### src/hw/host_port_pkg.sv
package host_port_pkg;
  // Width of the host data bus and of the register address.
  localparam int DATA_W = 8;
  localparam int ADDR_W = 3;
  // Bit that makes one write reach both channels.
  localparam int BCAST_BIT = 0;
  // Bit that switches a channel's serial pins to infrared coding.
  localparam int IR_EN_BIT = 6;
  // Reset and idle levels of the transmit pin.
  localparam logic STD_IDLE_LVL = 1'b1;
  localparam logic IR_IDLE_LVL = 1'b0;
  // Reset value of the read data register.
  localparam logic [7:0] RD_DATA_RST = 8'h00;
  // Host port sequencing states.
  typedef enum logic [1:0] {ST_IDLE, ST_READ, ST_WRITE} port_state_t;
endpackage
### src/hw/chan_status_if.sv
`timescale 1ns/1ps
interface chan_status_if;
  logic irq_req;
  logic tx_space;
  logic tx_active;
  logic tx_bit;
  logic ir_en;
  modport src (output irq_req, output tx_space, output tx_active, output tx_bit, output ir_en);
  modport stage (input irq_req, input tx_space, input tx_active, input tx_bit, input ir_en);
endinterface

### src/hw/chan_pin_stage.sv
`timescale 1ns/1ps
module chan_pin_stage
  import host_port_pkg::*;
(
  input wire logic ref_clk,
  input wire logic reset,
  chan_status_if.stage st,
  output logic irq_out,
  output logic tx_ready_n,
  output logic serial_out
);
  logic irq_ff, nxt_irq;
  logic rdy_n_ff, nxt_rdy_n;
  logic sout_ff, nxt_sout;

  // Next values of the channel's pins; the idle level depends on the coding mode.
  always_comb begin
    nxt_irq = st.irq_req;
    nxt_rdy_n = ~st.tx_space;
    if (reset) begin
      nxt_irq = 1'b0;
      nxt_rdy_n = 1'b1;
      nxt_sout = STD_IDLE_LVL;
    end else if (st.ir_en) begin
      nxt_sout = st.tx_active ? st.tx_bit : IR_IDLE_LVL;
    end else begin
      nxt_sout = st.tx_active ? st.tx_bit : STD_IDLE_LVL;
    end
  end

  // Pin registers.
  always_ff @(posedge ref_clk) begin
    irq_ff <= nxt_irq;
    rdy_n_ff <= nxt_rdy_n;
    sout_ff <= nxt_sout;
  end

  assign irq_out = irq_ff;
  assign tx_ready_n = rdy_n_ff;
  assign serial_out = sout_ff;

  irq_follow_a: assert property (@(posedge ref_clk) disable iff (reset)
    st.irq_req |=> irq_out) else $error("interrupt did not follow request");
  ready_level_a: assert property (@(posedge ref_clk) disable iff (reset)
    st.tx_space |=> !tx_ready_n) else $error("ready not low with space");
  std_idle_a: assert property (@(posedge ref_clk)
    (reset || (!st.ir_en && !st.tx_active)) |=> serial_out) else $error("std idle not high");
  ir_idle_a: assert property (@(posedge ref_clk) disable iff (reset)
    (st.ir_en && !st.tx_active) |=> !serial_out) else $error("ir idle not low");
endmodule

### src/hw/dual_uart_host_bus_port.sv
`timescale 1ns/1ps
// Function
// - A falling read strobe starts a read of the register that the address picks.
// - During a read the fetched byte is driven on the bus for the host to take at the rise.
// - A write's byte is stored into the addressed register when the write strobe rises.
// - Falling strobes and channel select count only while chip select is low; a rising strobe ends the cycle whatever chip select.
// - Channel select low picks channel B and high picks channel A.
// - With the broadcast bit set a write goes to both channels whatever the select.
// - Each channel has an active high interrupt output raised while it needs service.
// - Each channel has an active low transmitter ready output showing its transmit space.
// - In standard mode the transmit pin is high in reset and when idle.
// - In infrared mode the transmit pin carries coded data and rests low when idle.
// - The three address lines choose one of eight registers of the chosen channel.
// - Data passes on an eight bit two way bus, host driving writes and device reads.
module dual_uart_host_bus_port
  import host_port_pkg::*;
(
  input wire logic ref_clk,
  input wire logic reset,
  input wire logic cs_n,
  input wire logic channel_select,
  input wire logic [ADDR_W-1:0] addr,
  input wire logic read_strobe_n,
  input wire logic write_strobe_n,
  input wire logic [DATA_W-1:0] data_in,
  output logic [DATA_W-1:0] data_out,
  output logic data_oe,
  output logic [ADDR_W-1:0] reg_addr,
  output logic rd_a,
  output logic rd_b,
  input wire logic [DATA_W-1:0] rd_data_a,
  input wire logic [DATA_W-1:0] rd_data_b,
  output logic wr_a,
  output logic wr_b,
  output logic [DATA_W-1:0] wr_data,
  input wire logic [DATA_W-1:0] alternate_function_reg,
  input wire logic [DATA_W-1:0] modem_control_reg_a,
  input wire logic [DATA_W-1:0] modem_control_reg_b,
  input wire logic irq_req_a,
  input wire logic irq_req_b,
  input wire logic tx_space_a,
  input wire logic tx_space_b,
  input wire logic tx_active_a,
  input wire logic tx_active_b,
  input wire logic tx_bit_a,
  input wire logic tx_bit_b,
  output logic irq_channel_a,
  output logic irq_channel_b,
  output logic tx_ready_a_n,
  output logic tx_ready_b_n,
  output logic serial_out_a,
  output logic serial_out_b
);
  port_state_t state_ff, nxt_state;
  logic rd_n_ff, nxt_rd_n;
  logic wr_n_ff, nxt_wr_n;
  logic sel_a_ff, nxt_sel_a;
  logic [ADDR_W-1:0] addr_ff, nxt_addr;
  logic [DATA_W-1:0] hold_ff, nxt_hold;
  logic [DATA_W-1:0] dout_ff, nxt_dout;
  logic rd_a_ff, nxt_rd_a;
  logic rd_b_ff, nxt_rd_b;
  logic wr_a_ff, nxt_wr_a;
  logic wr_b_ff, nxt_wr_b;
  logic [DATA_W-1:0] wdata_ff, nxt_wdata;
  logic rd_fall, wr_fall, rd_rise, wr_rise, bcast;

  // Strobe edges seen against last cycle's levels.
  assign rd_fall = rd_n_ff & ~read_strobe_n;
  assign wr_fall = wr_n_ff & ~write_strobe_n;
  assign rd_rise = ~rd_n_ff & read_strobe_n;
  assign wr_rise = ~wr_n_ff & write_strobe_n;
  assign bcast = alternate_function_reg[BCAST_BIT];

  // Sequencing of read and write cycles and the one-cycle register strobes.
  always_comb begin
    nxt_state = state_ff;
    nxt_rd_n = read_strobe_n;
    nxt_wr_n = write_strobe_n;
    nxt_sel_a = sel_a_ff;
    nxt_addr = addr_ff;
    nxt_hold = hold_ff;
    nxt_dout = dout_ff;
    nxt_rd_a = 1'b0;
    nxt_rd_b = 1'b0;
    nxt_wr_a = 1'b0;
    nxt_wr_b = 1'b0;
    nxt_wdata = wdata_ff;
    case (state_ff)
      ST_IDLE: begin
        if (!cs_n && rd_fall) begin
          nxt_state = ST_READ;
          nxt_addr = addr;
          nxt_sel_a = channel_select;
          nxt_rd_a = channel_select;
          nxt_rd_b = ~channel_select;
        end else if (!cs_n && wr_fall) begin
          nxt_state = ST_WRITE;
          nxt_addr = addr;
          nxt_sel_a = channel_select;
          nxt_hold = data_in;
        end
      end
      ST_READ: begin
        // The channel answers in the cycle its read strobe is high.
        if (rd_a_ff || rd_b_ff) begin
          nxt_dout = sel_a_ff ? rd_data_a : rd_data_b;
        end
        if (rd_rise) begin
          nxt_state = ST_IDLE;
        end
      end
      ST_WRITE: begin
        if (wr_rise) begin
          nxt_state = ST_IDLE;
          nxt_wdata = hold_ff;
          nxt_wr_a = sel_a_ff | bcast;
          nxt_wr_b = ~sel_a_ff | bcast;
        end else begin
          nxt_hold = data_in;
        end
      end
      default: begin
        nxt_state = ST_IDLE;
      end
    endcase
    if (reset) begin
      nxt_state = ST_IDLE;
      nxt_rd_n = 1'b1;
      nxt_wr_n = 1'b1;
      nxt_sel_a = 1'b1;
      nxt_addr = '0;
      nxt_hold = '0;
      nxt_dout = RD_DATA_RST;
      nxt_rd_a = 1'b0;
      nxt_rd_b = 1'b0;
      nxt_wr_a = 1'b0;
      nxt_wr_b = 1'b0;
      nxt_wdata = '0;
    end
  end

  // Host port registers.
  always_ff @(posedge ref_clk) begin
    state_ff <= nxt_state;
    rd_n_ff <= nxt_rd_n;
    wr_n_ff <= nxt_wr_n;
    sel_a_ff <= nxt_sel_a;
    addr_ff <= nxt_addr;
    hold_ff <= nxt_hold;
    dout_ff <= nxt_dout;
    rd_a_ff <= nxt_rd_a;
    rd_b_ff <= nxt_rd_b;
    wr_a_ff <= nxt_wr_a;
    wr_b_ff <= nxt_wr_b;
    wdata_ff <= nxt_wdata;
  end

  // Bus drive only while selected and reading, and never inside a write cycle, so the host is
  // never fought.
  assign data_oe = ~cs_n & ~read_strobe_n & ~reset & (state_ff != ST_WRITE);
  assign data_out = dout_ff;
  assign reg_addr = addr_ff;
  assign rd_a = rd_a_ff;
  assign rd_b = rd_b_ff;
  assign wr_a = wr_a_ff;
  assign wr_b = wr_b_ff;
  assign wr_data = wdata_ff;

  chan_status_if st_a ();
  chan_status_if st_b ();
  assign st_a.irq_req = irq_req_a;
  assign st_a.tx_space = tx_space_a;
  assign st_a.tx_active = tx_active_a;
  assign st_a.tx_bit = tx_bit_a;
  assign st_a.ir_en = modem_control_reg_a[IR_EN_BIT];
  assign st_b.irq_req = irq_req_b;
  assign st_b.tx_space = tx_space_b;
  assign st_b.tx_active = tx_active_b;
  assign st_b.tx_bit = tx_bit_b;
  assign st_b.ir_en = modem_control_reg_b[IR_EN_BIT];

  // Per-channel pin stages.
  chan_pin_stage u_pins_a (
    .ref_clk(ref_clk),
    .reset(reset),
    .st(st_a),
    .irq_out(irq_channel_a),
    .tx_ready_n(tx_ready_a_n),
    .serial_out(serial_out_a)
  );
  chan_pin_stage u_pins_b (
    .ref_clk(ref_clk),
    .reset(reset),
    .st(st_b),
    .irq_out(irq_channel_b),
    .tx_ready_n(tx_ready_b_n),
    .serial_out(serial_out_b)
  );

  read_start_a: assert property (@(posedge ref_clk) disable iff (reset)
    (state_ff == ST_IDLE && !cs_n && rd_fall) |=> (rd_a ^ rd_b) ##1 !(rd_a || rd_b))
    else $error("read strobe not issued once");
  read_data_a: assert property (@(posedge ref_clk) disable iff (reset)
    (state_ff == ST_READ && rd_a_ff) |=> data_out == $past(rd_data_a))
    else $error("read byte not captured");
  write_commit_a: assert property (@(posedge ref_clk) disable iff (reset)
    (state_ff == ST_WRITE && wr_rise) |=> (wr_a || wr_b) && wr_data == $past(hold_ff))
    else $error("write not committed at rising strobe");
  cs_gate_a: assert property (@(posedge ref_clk) disable iff (reset)
    (state_ff == ST_IDLE && cs_n) |=> state_ff == ST_IDLE && !rd_a && !rd_b)
    else $error("access taken without chip select");
  chan_route_a: assert property (@(posedge ref_clk) disable iff (reset)
    (state_ff == ST_IDLE && !cs_n && rd_fall && !channel_select) |=> rd_b && !rd_a)
    else $error("select low did not pick channel b");
  broadcast_wr_a: assert property (@(posedge ref_clk) disable iff (reset)
    (state_ff == ST_WRITE && wr_rise && bcast) |=> wr_a && wr_b)
    else $error("broadcast write missed a channel");
  addr_pick_a: assert property (@(posedge ref_clk) disable iff (reset)
    (state_ff == ST_IDLE && !cs_n && rd_fall) |=> reg_addr == $past(addr))
    else $error("register address not taken");
  bus_release_a: assert property (@(posedge ref_clk)
    (cs_n || read_strobe_n) |-> !data_oe)
    else $error("bus driven outside a read");
  bus_hold_a: assert property (@(posedge ref_clk) disable iff (reset)
    (state_ff == ST_WRITE) |-> !data_oe)
    else $error("bus driven during write");
endmodule

### config.mk
export PLATFORM = sky130hd
export DESIGN_NAME = dual_uart_host_bus_port
export DESIGN_NICKNAME = d
export VERILOG_FILES = /design/src/hw/host_port_pkg.sv /design/src/hw/chan_status_if.sv /design/src/hw/chan_pin_stage.sv /design/src/hw/dual_uart_host_bus_port.sv
export SDC_FILE = /design/constraint.sdc
export NUM_CORES = 1
export LEC_CHECK = 0
export BUFFER_PORTS_ARGS = -buffer_cell sky130_fd_sc_hd__buf_2
export CAP_MARGIN = 10
export CELL_PAD_IN_SITES_DETAIL_PLACEMENT = 1
export CELL_PAD_IN_SITES_GLOBAL_PLACEMENT = 2
export CORE_MARGIN = 1
export CORE_UTILIZATION = 25
export DETAILED_ROUTE_END_ITERATION = 10
export PLACE_DENSITY_LB_ADDON = 0.25
export SYNTH_ARGS = -nofsm -noshare
export SYNTH_HDL_FRONTEND = slang
export SYNTH_SLANG_ARGS = --single-unit
### constraint.sdc
create_clock -name ref_clk -period 2.1 [get_ports ref_clk]
set_input_delay 0.21 -clock ref_clk [delete_from_list [all_inputs] [get_ports ref_clk]]
set_output_delay 0.21 -clock ref_clk [all_outputs]
set_load 0.005 [all_outputs]
==> results of run 1 <==
[synthesized netlist by cell type (all sizes together)]
library cell and instances:
nand2 16, dfxtp 42, nand2b 5, a211o 3, nand3 1, a22oi 1
nand3b 1, mux2i 19, nor3 6, a211oi 8, nor2b 6, buf 2
inv 2, a21oi 8, a32oi 2, nor3b 2, or2 2, clkbuf 4
nor2 28, o21ai 1
[layer usage]
layer / GRT usage [%] / up-vias / part of all wire [%]
li1: - / 694 / -
met1: 13.8 / 600 / 44
met2: 21.4 / 43 / 48
met3: 4.16 / 2 / 7.4
met4: 4.82 / 0 / 0.44
met5: 0 / - / 0
[worst min-delay path by stage]
stage,end,cells past startpoint
final,u_pins_a.tx_ready_n,2
after global routing,u_pins_a.tx_ready_n,2
after CTS,u_pins_a.tx_ready_n,2
after detailed placement,u_pins_a.tx_ready_n,2
after global placement,u_pins_b.tx_ready_n,2
after floorplan,rd_b,1
[layout make-up]
cell class	count	area, um2	area share, %
sequential	42	841	40.2
timing repair buffer	74	373	17.8
inverter	2	7.51	0.359
multi-input combinational	109	692	33.1
tap	75	93.8	4.49
clock buffer	6	82.6	3.95
[flip-flops by register name (all words and copies together) (netlist names)]
register and flops:
reg_addr 3, wr_data 8, hold_ff 8, u_pins_b.serial_out 1, rd_a 1, data_out 8, wr_b 1, u_pins_b.tx_ready_n 1
sel_a_ff 1, state_ff 2, wr_a 1, u_pins_a.serial_out 1, rd_b 1, u_pins_a.tx_ready_n 1, u_pins_b.irq_out 1, rd_n_ff 1
u_pins_a.irq_out 1, wr_n_ff 1
[critical path, stage by stage, from the launching register on]
cell and delay [ns]:
dfxtp_1 0.50, nor2b_2 0.33, nor3_1 0.08, buf_2 0.14
[logic make-up after synthesis]
group           share of synthesized area [%]
simple gates                             20.8
flops                                    53.6
compound gates                           11.2
mux                                      12.1
buf+inv                                  2.23
[where the power goes]
group	internal (mW)	switching (mW)	leakage, nW
clock network	0.254	0.251	0.0431
registers	0.824	0.0229	0.342
logic	0.0873	0.0757	0.629
[metrics by stage]
step                      hold WS, ns  worst slack [ns]
after floorplan                 0.282             0.806
after global placement          0.380             0.604
after detailed placement        0.387             0.591
after CTS                      0.0744             0.539
after global routing           0.0745             0.376
final                          0.0845             0.565
==> results.json, run 1 <==
{
  "area_growth_pct": 33.3,
  "placed_cells": 302,
  "htreeDepth": 2,
  "cp-start-kind": "flip-flop",
  "status": "complete, no violations",
  "r2r_slack_ns": 0.57,
  "tns_ns": 0,
  "syn-instance-count": 159,
  "grt_usage_pct": 12.3,
  "yosysSeqAreaShare_pct": 53.6,
  "cts_tree": "yes",
  "cp-endpoint": "data_oe",
  "grt_max_degree": 41,
  "ctsRootBufferMaster": "clkbuf_8",
  "die-area_mm2": 0.00659,
  "setup_viol": 0,
  "clkSlewWorstSetupHoldPaths_ns": 0.07,
  "finalCritPeriodShare_pct": 73.1,
  "yosys.area.top_type": "dfxtp_1",
  "post_dp_cell_area_mm2": 0.00201,
  "worstMarginPinSlew_ns": 0.594,
  "grt_setup_unrepaired": "false",
  "final_cells": 308,
  "max_freq_ghz": 0.651,
  "worst_setup_path_end_kind": "output port",
  "report.final.hold_viol_count": 0,
  "hold_buffers": 0,
  "vias_per_cell": 4.35,
  "peakVddDrop_v": 0.000263,
  "synth_seq_cells": 42,
  "layout.nets": 299,
  "vias": 1339,
  "clock_skew_ns": 0.00161,
  "drt_iter0_markers": 44,
  "num_rows": 28,
  "layout_commonest_cell": "buf_2",
  "antenna_found_initial": 0,
  "overflow": 0,
  "syn_area_per_cell_um2": 9.86,
  "hp-start": "tx_space_a",
  "grt_pass1_wl_mm": 6.00,
  "dr.pass1.iters": 4,
  "synthesis.area_mm2": 0.00157,
  "wl_mm": 3.83,
  "arrival_ns": 1.32,
  "cts.sinks": 42,
  "r2r-start": "state_ff[0]",
  "synthTopCellsByArea": "dfxtp_1 (54%), mux2i_1 (12%), nor2_1 (6.7%)",
  "synth_top_area_share_pct": 53.6,
  "start_util_pct": 26.2,
  "hold_class": "primary input to flip-flop",
  "fp.dieH_um": 81.2,
  "insertion_delay_ns": 0.28,
  "regToRegEndpoint": "data_out[3]",
  "grt_pass1_vias": 1294,
  "io_buffers": 73,
  "max_slew_margin_pct": 60.3,
  "required_ns": 1.89,
  "cts-resized-gates": 0,
  "r2r_cells": 3,
  "post-dp-hpwl_mm": 2.79,
  "pin_count": 95,
  "p_total_mw": 1.51,
  "powerDensity_mw_per_mm2": 725,
  "path_class": "flip-flop to output port",
  "dieWidth_um": 81.2,
  "gp_congestion": 0.706,
  "cts.path.max_buffers": 2,
  "ys_types": 24,
  "fin_crit_ns": 1.53,
  "fillers": 705,
  "antenna_cells": 0,
  "final_antenna_net_count": 0,
  "drive_above_1_share_pct": 37.3,
  "drc": 0,
  "final_cell_mix": "buf_2 (73), dfxtp_1 (42), nor2_1 (28)",
  "ys_warn_count": 0,
  "cp-startpoint": "state_ff[1]",
  "cp_max_fo": 7,
  "drv_slew": 0,
  "cts_buffers": 5,
  "fin_util_pct": 34.9,
  "cap_violations": 0,
  "avgRoutedWirePerCell_um": 12.4,
  "post_cts_buffers": 0,
  "core_mm2": 0.00599,
  "syn-num-nets": 224,
  "leakage_nw": 1.01,
  "stdcell_area_mm2": 0.00209
}
Power figures use the tool's default switching activity.
==> run 2, diff against run 1 <==
--- a/config.mk
+++ b/config.mk
@@ -5,12 +5,13 @@
 export SDC_FILE = /design/constraint.sdc
 export NUM_CORES = 1
 export LEC_CHECK = 0
+export ABC_AREA = 1
 export BUFFER_PORTS_ARGS = -buffer_cell sky130_fd_sc_hd__buf_2
 export CAP_MARGIN = 10
 export CELL_PAD_IN_SITES_DETAIL_PLACEMENT = 1
 export CELL_PAD_IN_SITES_GLOBAL_PLACEMENT = 2
 export CORE_MARGIN = 1
-export CORE_UTILIZATION = 25
+export CORE_UTILIZATION = 20
 export DETAILED_ROUTE_END_ITERATION = 10
 export PLACE_DENSITY_LB_ADDON = 0.25
 export SYNTH_ARGS = -nofsm -noshare
==> constraint.sdc (replaced) <==
create_clock -name ref_clk -period 1.4 [get_ports ref_clk]
set_input_delay 0.14 -clock ref_clk [delete_from_list [all_inputs] [get_ports ref_clk]]
set_output_delay 0.14 -clock ref_clk [all_outputs]
set_load 0.005 [all_outputs]
==> results.json, run 2 <==
{
  "status": "complete, no violations",
  "arrival_ns": 1.10,
  "worst_setup_path_end_kind": "output port",
  "pin_count": 95,
  "required_ns": 1.26,
  "cp-start-kind": "flip-flop",
  "io_buffers": 73,
  "antenna_found_initial": 0,
  "finalCritPeriodShare_pct": 88.7,
  "grt_max_degree": 18,
  "final_cell_mix": "buf_2 (73), nor2_1 (43), dfxtp_1 (41)",
  "worstMarginPinSlew_ns": 0.366,
  "cp-startpoint": "state_ff[1]",
  "setup_viol": 0,
  "die-area_mm2": 0.00872,
  "synthesis.area_mm2": 0.00167,
  "synth_seq_cells": 42,
  "hp-start": "channel_select",
  "tns_ns": 0,
  "report.final.hold_viol_count": 0,
  "synth_top_area_share_pct": 50.4,
  "r2r-start": "state_ff[1]",
  "syn-instance-count": 210,
  "area_growth_pct": 34.8,
  "start_util_pct": 21.2,
  "cts_buffers": 5,
  "grt_pass1_vias": 1565,
  "avgRoutedWirePerCell_um": 11.4,
  "cts_tree": "yes",
  "fin_crit_ns": 1.24,
  "leakage_nw": 1.22,
  "layout.nets": 356,
  "hold_class": "primary input to flip-flop",
  "post-dp-hpwl_mm": 3.32,
  "path_class": "flip-flop to output port",
  "ctsRootBufferMaster": "clkbuf_8",
  "cp_max_fo": 4,
  "dieWidth_um": 93.4,
  "antenna_cells": 0,
  "ys_types": 22,
  "vias_per_cell": 4.05,
  "max_freq_ghz": 0.805,
  "wl_mm": 4.49,
  "cap_violations": 0,
  "drive_above_1_share_pct": 33.2,
  "overflow": 0,
  "drv_slew": 0,
  "clkSlewWorstSetupHoldPaths_ns": 0.08,
  "cts.path.max_buffers": 2,
  "yosysMostFrequentCell": "nor2_1",
  "p_total_mw": 2.44,
  "core_mm2": 0.00789,
  "num_rows": 32,
  "syn-num-nets": 275,
  "layout_commonest_cell": "buf_2",
  "crit_path_max_incr_delay_ns": 0.32,
  "cp-endpoint": "data_oe",
  "grt_usage_pct": 11.0,
  "cp_slowest_cell": "dfxtp_1",
  "synth_edf_count": 0,
  "r2r_cells": 5,
  "yosysSeqAreaShare_pct": 50.4,
  "gp_congestion": 0.665,
  "powerDensity_mw_per_mm2": 1080,
  "htreeDepth": 2,
  "fp.dieH_um": 93.4,
  "yosys.area.top_type": "dfxtp_1",
  "clock_skew_ns": 0.00684,
  "cts.sinks": 42,
  "crit_chain": "inv_2 > nor2_1 > nor3_1 > buf_2",
  "grt_setup_unrepaired": "false",
  "cp.buffers_inverters": 2,
  "peakVddDrop_v": 0.000433,
  "drt_iter0_markers": 19,
  "insertion_delay_ns": 0.29,
  "ys_warn_count": 0,
  "regToRegEndpoint": "data_out[6]",
  "worstHoldPathCells": 2,
  "max_slew_margin_pct": 75.5,
  "synthTopCellsByArea": "dfxtp_1 (50%), nor2_1 (9.7%), nand2_1 (8.3%)",
  "grt_pass1_wl_mm": 7.32,
  "synthArstFlopShare_pct": 0,
  "yosys_most_used_dff": "dfxtp_1",
  "drc": 0,
  "dr.pass1.iters": 4,
  "cp.depth": 4,
  "final_antenna_net_count": 0,
  "crit_family": "flip-flops",
  "r2r_slack_ns": 0.22,
  "synth_common_cells": "nor2_1 (43), dfxtp_1 (42), nand2_1 (37)",
  "syn_area_per_cell_um2": 7.95,
  "vias": 1594
}
[run 2: cell count changes after synthesis, sizes merged, moves of 6 or more]
cell    change
nand3      +18
o21ai      +12
inv        +19
nor2       +16
mux2i      -19
o211a       +8
a211oi      -8
nor2b       -6
nand2      +25
[run 2: cells by family (layout without fill, tap and decap cells)]
family,Yosys count,count (layout),share of synthesized area [%]
AND/OR/NAND/NOR,106,106,27.7
flip-flops,42,42,50.4
buffers and inverters,29,111,9.15
AO/OA/AOI/OAI,33,33,12.7
[run 2: timing repair]
item                                   4_1_cts  5_1_grt
hold buffers                                 2        0
buffers inserted                             0        0
endpoints found under the hold margin        2        0
setup endpoints to repair                    0        1
gates resized for setup                      0        1
[run 2: final cells by class]
cell class                 instances  area, um2
fill                             971       5640
sequential                        42        842
multi-input combinational        139        676
timing repair buffer              81        430
tap                              102        128
clock buffer                       7       86.3
inverter                          22       82.6
clock inverter                     1       5.00
[run 2: through the flow]
step / cell area, um2 / std cells / hold slack [ns] / util [%] / setup WS, ns
after floorplan: 1670 / 210 / 0.209 / - / 0.329
after global routing: 2250 / 394 / 0.0357 / 28.5 / 0.0497
after detailed placement: 2140 / 384 / 0.313 / 27.1 / 0.130
final: 2250 / 394 / 0.0385 / 28.5 / 0.158
after CTS: 2250 / 394 / 0.0259 / 28.5 / 0.0541
after global placement: 2140 / 384 / 0.305 / 27.1 / 0.155
[run 2: worst reg2reg max path, delay by kind of cell (launching register included)]
kind | cells | cell delay (ns)
compound gates | 1 | 0.13
buf+inv | 1 | 0.10
flops | 1 | 0.32
simple gates | 3 | 0.53
[run 2: worst min-delay path by stage]
| stage | endpoint | slack, ns |
|---|---|---|
| finish | rd_b | 0.04 |
| global route | u_pins_a.serial_out | 0.04 |
| CTS | rd_b | 0.03 |
| detailed placement | u_pins_a.tx_ready_n | 0.31 |
| global placement | u_pins_b.tx_ready_n | 0.31 |
| floorplan | u_pins_a.tx_ready_n | 0.21 |
[run 2: metal layers]
metal | part of all wire, % | routed length, um | vias up | global-route usage [%]
met3 | 4.5 | 204 | 5 | 3.33
li1 | - | - | 828 | -
met4 | 1.1 | 51 | 0 | 3.85
met1 | 47 | 2100 | 723 | 13.7
met2 | 48 | 2140 | 38 | 18.0
met5 | 0 | 0 | - | 0
[run 2: report_power, final]
part           total, mW  switching (mW)  internal [mW]
logic              0.336           0.191          0.145
clock network      0.816           0.418          0.398
registers           1.28          0.0289           1.25
total               2.44           0.637           1.80
==> run 3, diff against run 2 <==
--- a/config.mk
+++ b/config.mk
@@ -14,6 +14,7 @@
 export CORE_UTILIZATION = 20
 export DETAILED_ROUTE_END_ITERATION = 10
 export PLACE_DENSITY_LB_ADDON = 0.25
+export RECOVER_POWER = 25
 export SYNTH_ARGS = -nofsm -noshare
 export SYNTH_HDL_FRONTEND = slang
 export SYNTH_SLANG_ARGS = --single-unit
==> results.json, run 3 (synthesis results as in run 2) <==
{
  "path_class": "flip-flop to output port",
  "drc": 0,
  "met1_usage_pct": 13.7,
  "crit_family": "flip-flops",
  "cp_slowest_cell": "dfxtp_1",
  "drive_above_1_share_pct": 30.8,
  "grt_pass1_vias": 1565,
  "cts.sinks": 42,
  "insertion_delay_ns": 0.29,
  "tns_ns": 0,
  "report.final.hold_viol_count": 0,
  "dr.pass1.iters": 4,
  "vias": 1594,
  "grt_usage_pct": 11.0,
  "grt_setup_unrepaired": "false",
  "leakage_nw": 1.19,
  "dieWidth_um": 93.4,
  "worst_slack_ns": 0.158,
  "drt_iter0_markers": 19,
  "crit_chain": "inv_2 > nor2_1 > nor3_1 > buf_2",
  "antenna_cells": 0,
  "pin_count": 95,
  "finalCritPeriodShare_pct": 88.7,
  "status": "complete, no violations",
  "hold_class": "primary input to flip-flop",
  "cp-start-kind": "flip-flop",
  "final_cell_mix": "buf_2 (67), nor2_1 (43), dfxtp_1 (41)",
  "fin_crit_ns": 1.24,
  "avgRoutedWirePerCell_um": 11.4,
  "grt-busiest-layer": "met2",
  "clock_skew_ns": 0.00691,
  "core_mm2": 0.00789,
  "ctsRootBufferMaster": "clkbuf_8",
  "start_util_pct": 21.2,
  "layout.nets": 356,
  "fillers": 971,
  "final_antenna_net_count": 0,
  "cts_tree": "yes",
  "die-area_mm2": 0.00872,
  "clkSlewWorstSetupHoldPaths_ns": 0.08,
  "setup_viol": 0,
  "cts_buffers": 5,
  "overflow": 0,
  "worstHoldPathCells": 2,
  "cts.path.max_buffers": 2,
  "grt_pass1_wl_mm": 7.32,
  "cp_max_fo": 4,
  "post-dp-hpwl_mm": 3.32,
  "gp_congestion": 0.665,
  "gr-usage-met3_pct": 3.33,
  "max_slew_margin_pct": 75.5,
  "post_dp_cell_area_mm2": 0.00214,
  "cp.depth": 4,
  "worst_setup_path_end_kind": "output port",
  "cap_violations": 0,
  "pre_cts_ws_ns": 0.130,
  "arrival_ns": 1.10,
  "peakVddDrop_v": 0.000432,
  "r2r_cells": 5,
  "post_cts_buffers": 0,
  "crit_path_max_incr_delay_ns": 0.32,
  "htreeDepth": 2,
  "powerDensity_mw_per_mm2": 1090,
  "wl_mm": 4.48,
  "stdcell_area_mm2": 0.00224,
  "worstMarginPinSlew_ns": 0.366,
  "grt_use_met2_pct": 18.0,
  "drv_slew": 0,
  "cp.buffers_inverters": 2,
  "layout_commonest_cell": "buf_2",
  "vias_per_cell": 4.05,
  "required_ns": 1.26,
  "max_freq_ghz": 0.805,
  "area_growth_pct": 34.1,
  "io_buffers": 73,
  "antenna_found_initial": 0,
  "grt_max_degree": 18,
  "fp.dieH_um": 93.4,
  "num_rows": 32,
  "p_total_mw": 2.43
}
## run 3: metal layers
layer	routed length, um	vias to the layer above	part of all wire, %
met5	0	-	0
met1	2080	722	46
met4	51	0	1.1
li1	-	829	-
met2	2140	38	48
met3	212	5	4.7
## run 3: timing repair
item | 4_1_cts | 5_1_grt
endpoints found under the setup margin | 0 | 1
hold buffers | 2 | 0
hold endpoints to repair | 2 | 0
resized for setup | 0 | 1
## run 3: area by class of cell
class                      count  area (um2)  share of cell area (%)
tap                          102         128                    5.70
multi-input combinational    139         676                    30.2
sequential                    42         842                    37.6
timing repair buffer          81         419                    18.7
clock buffer                   7        86.3                    3.86
clock inverter                 1        5.00                   0.224
inverter                      22        82.6                    3.69
## run 3: worst register-to-register path: stages (launching register included)
cell and delay [ns]:
dfxtp_1 0.32, inv_2 0.10, nand2_2 0.09, nor2_4 0.31, nand3_1 0.13, o211a_1 0.13
## run 3: where the power goes
group | leakage (nW) | internal, mW | switching [mW]
registers | 0.344 | 1.25 | 0.0290
logic | 0.800 | 0.143 | 0.190
clock network | 0.0482 | 0.398 | 0.417
## run 3: worst paths after layout
path                                      from  slack (ns)           to
worst max-delay path               state_ff[1]        0.16      data_oe
worst min-delay path            channel_select        0.04         rd_b
worst max register to register     state_ff[1]        0.22  data_out[6]
worst min register to register     reg_addr[1]        0.49  reg_addr[1]
## run 3: metrics by stage
stage               utilization [%]  hold slack (ns)  instances
floorplan                         -            0.209        210
global placement               27.1            0.305        384
detailed placement             27.1            0.313        384
CTS                            28.5           0.0259        394
global route                   28.4           0.0357        394
finish                         28.4           0.0386        394
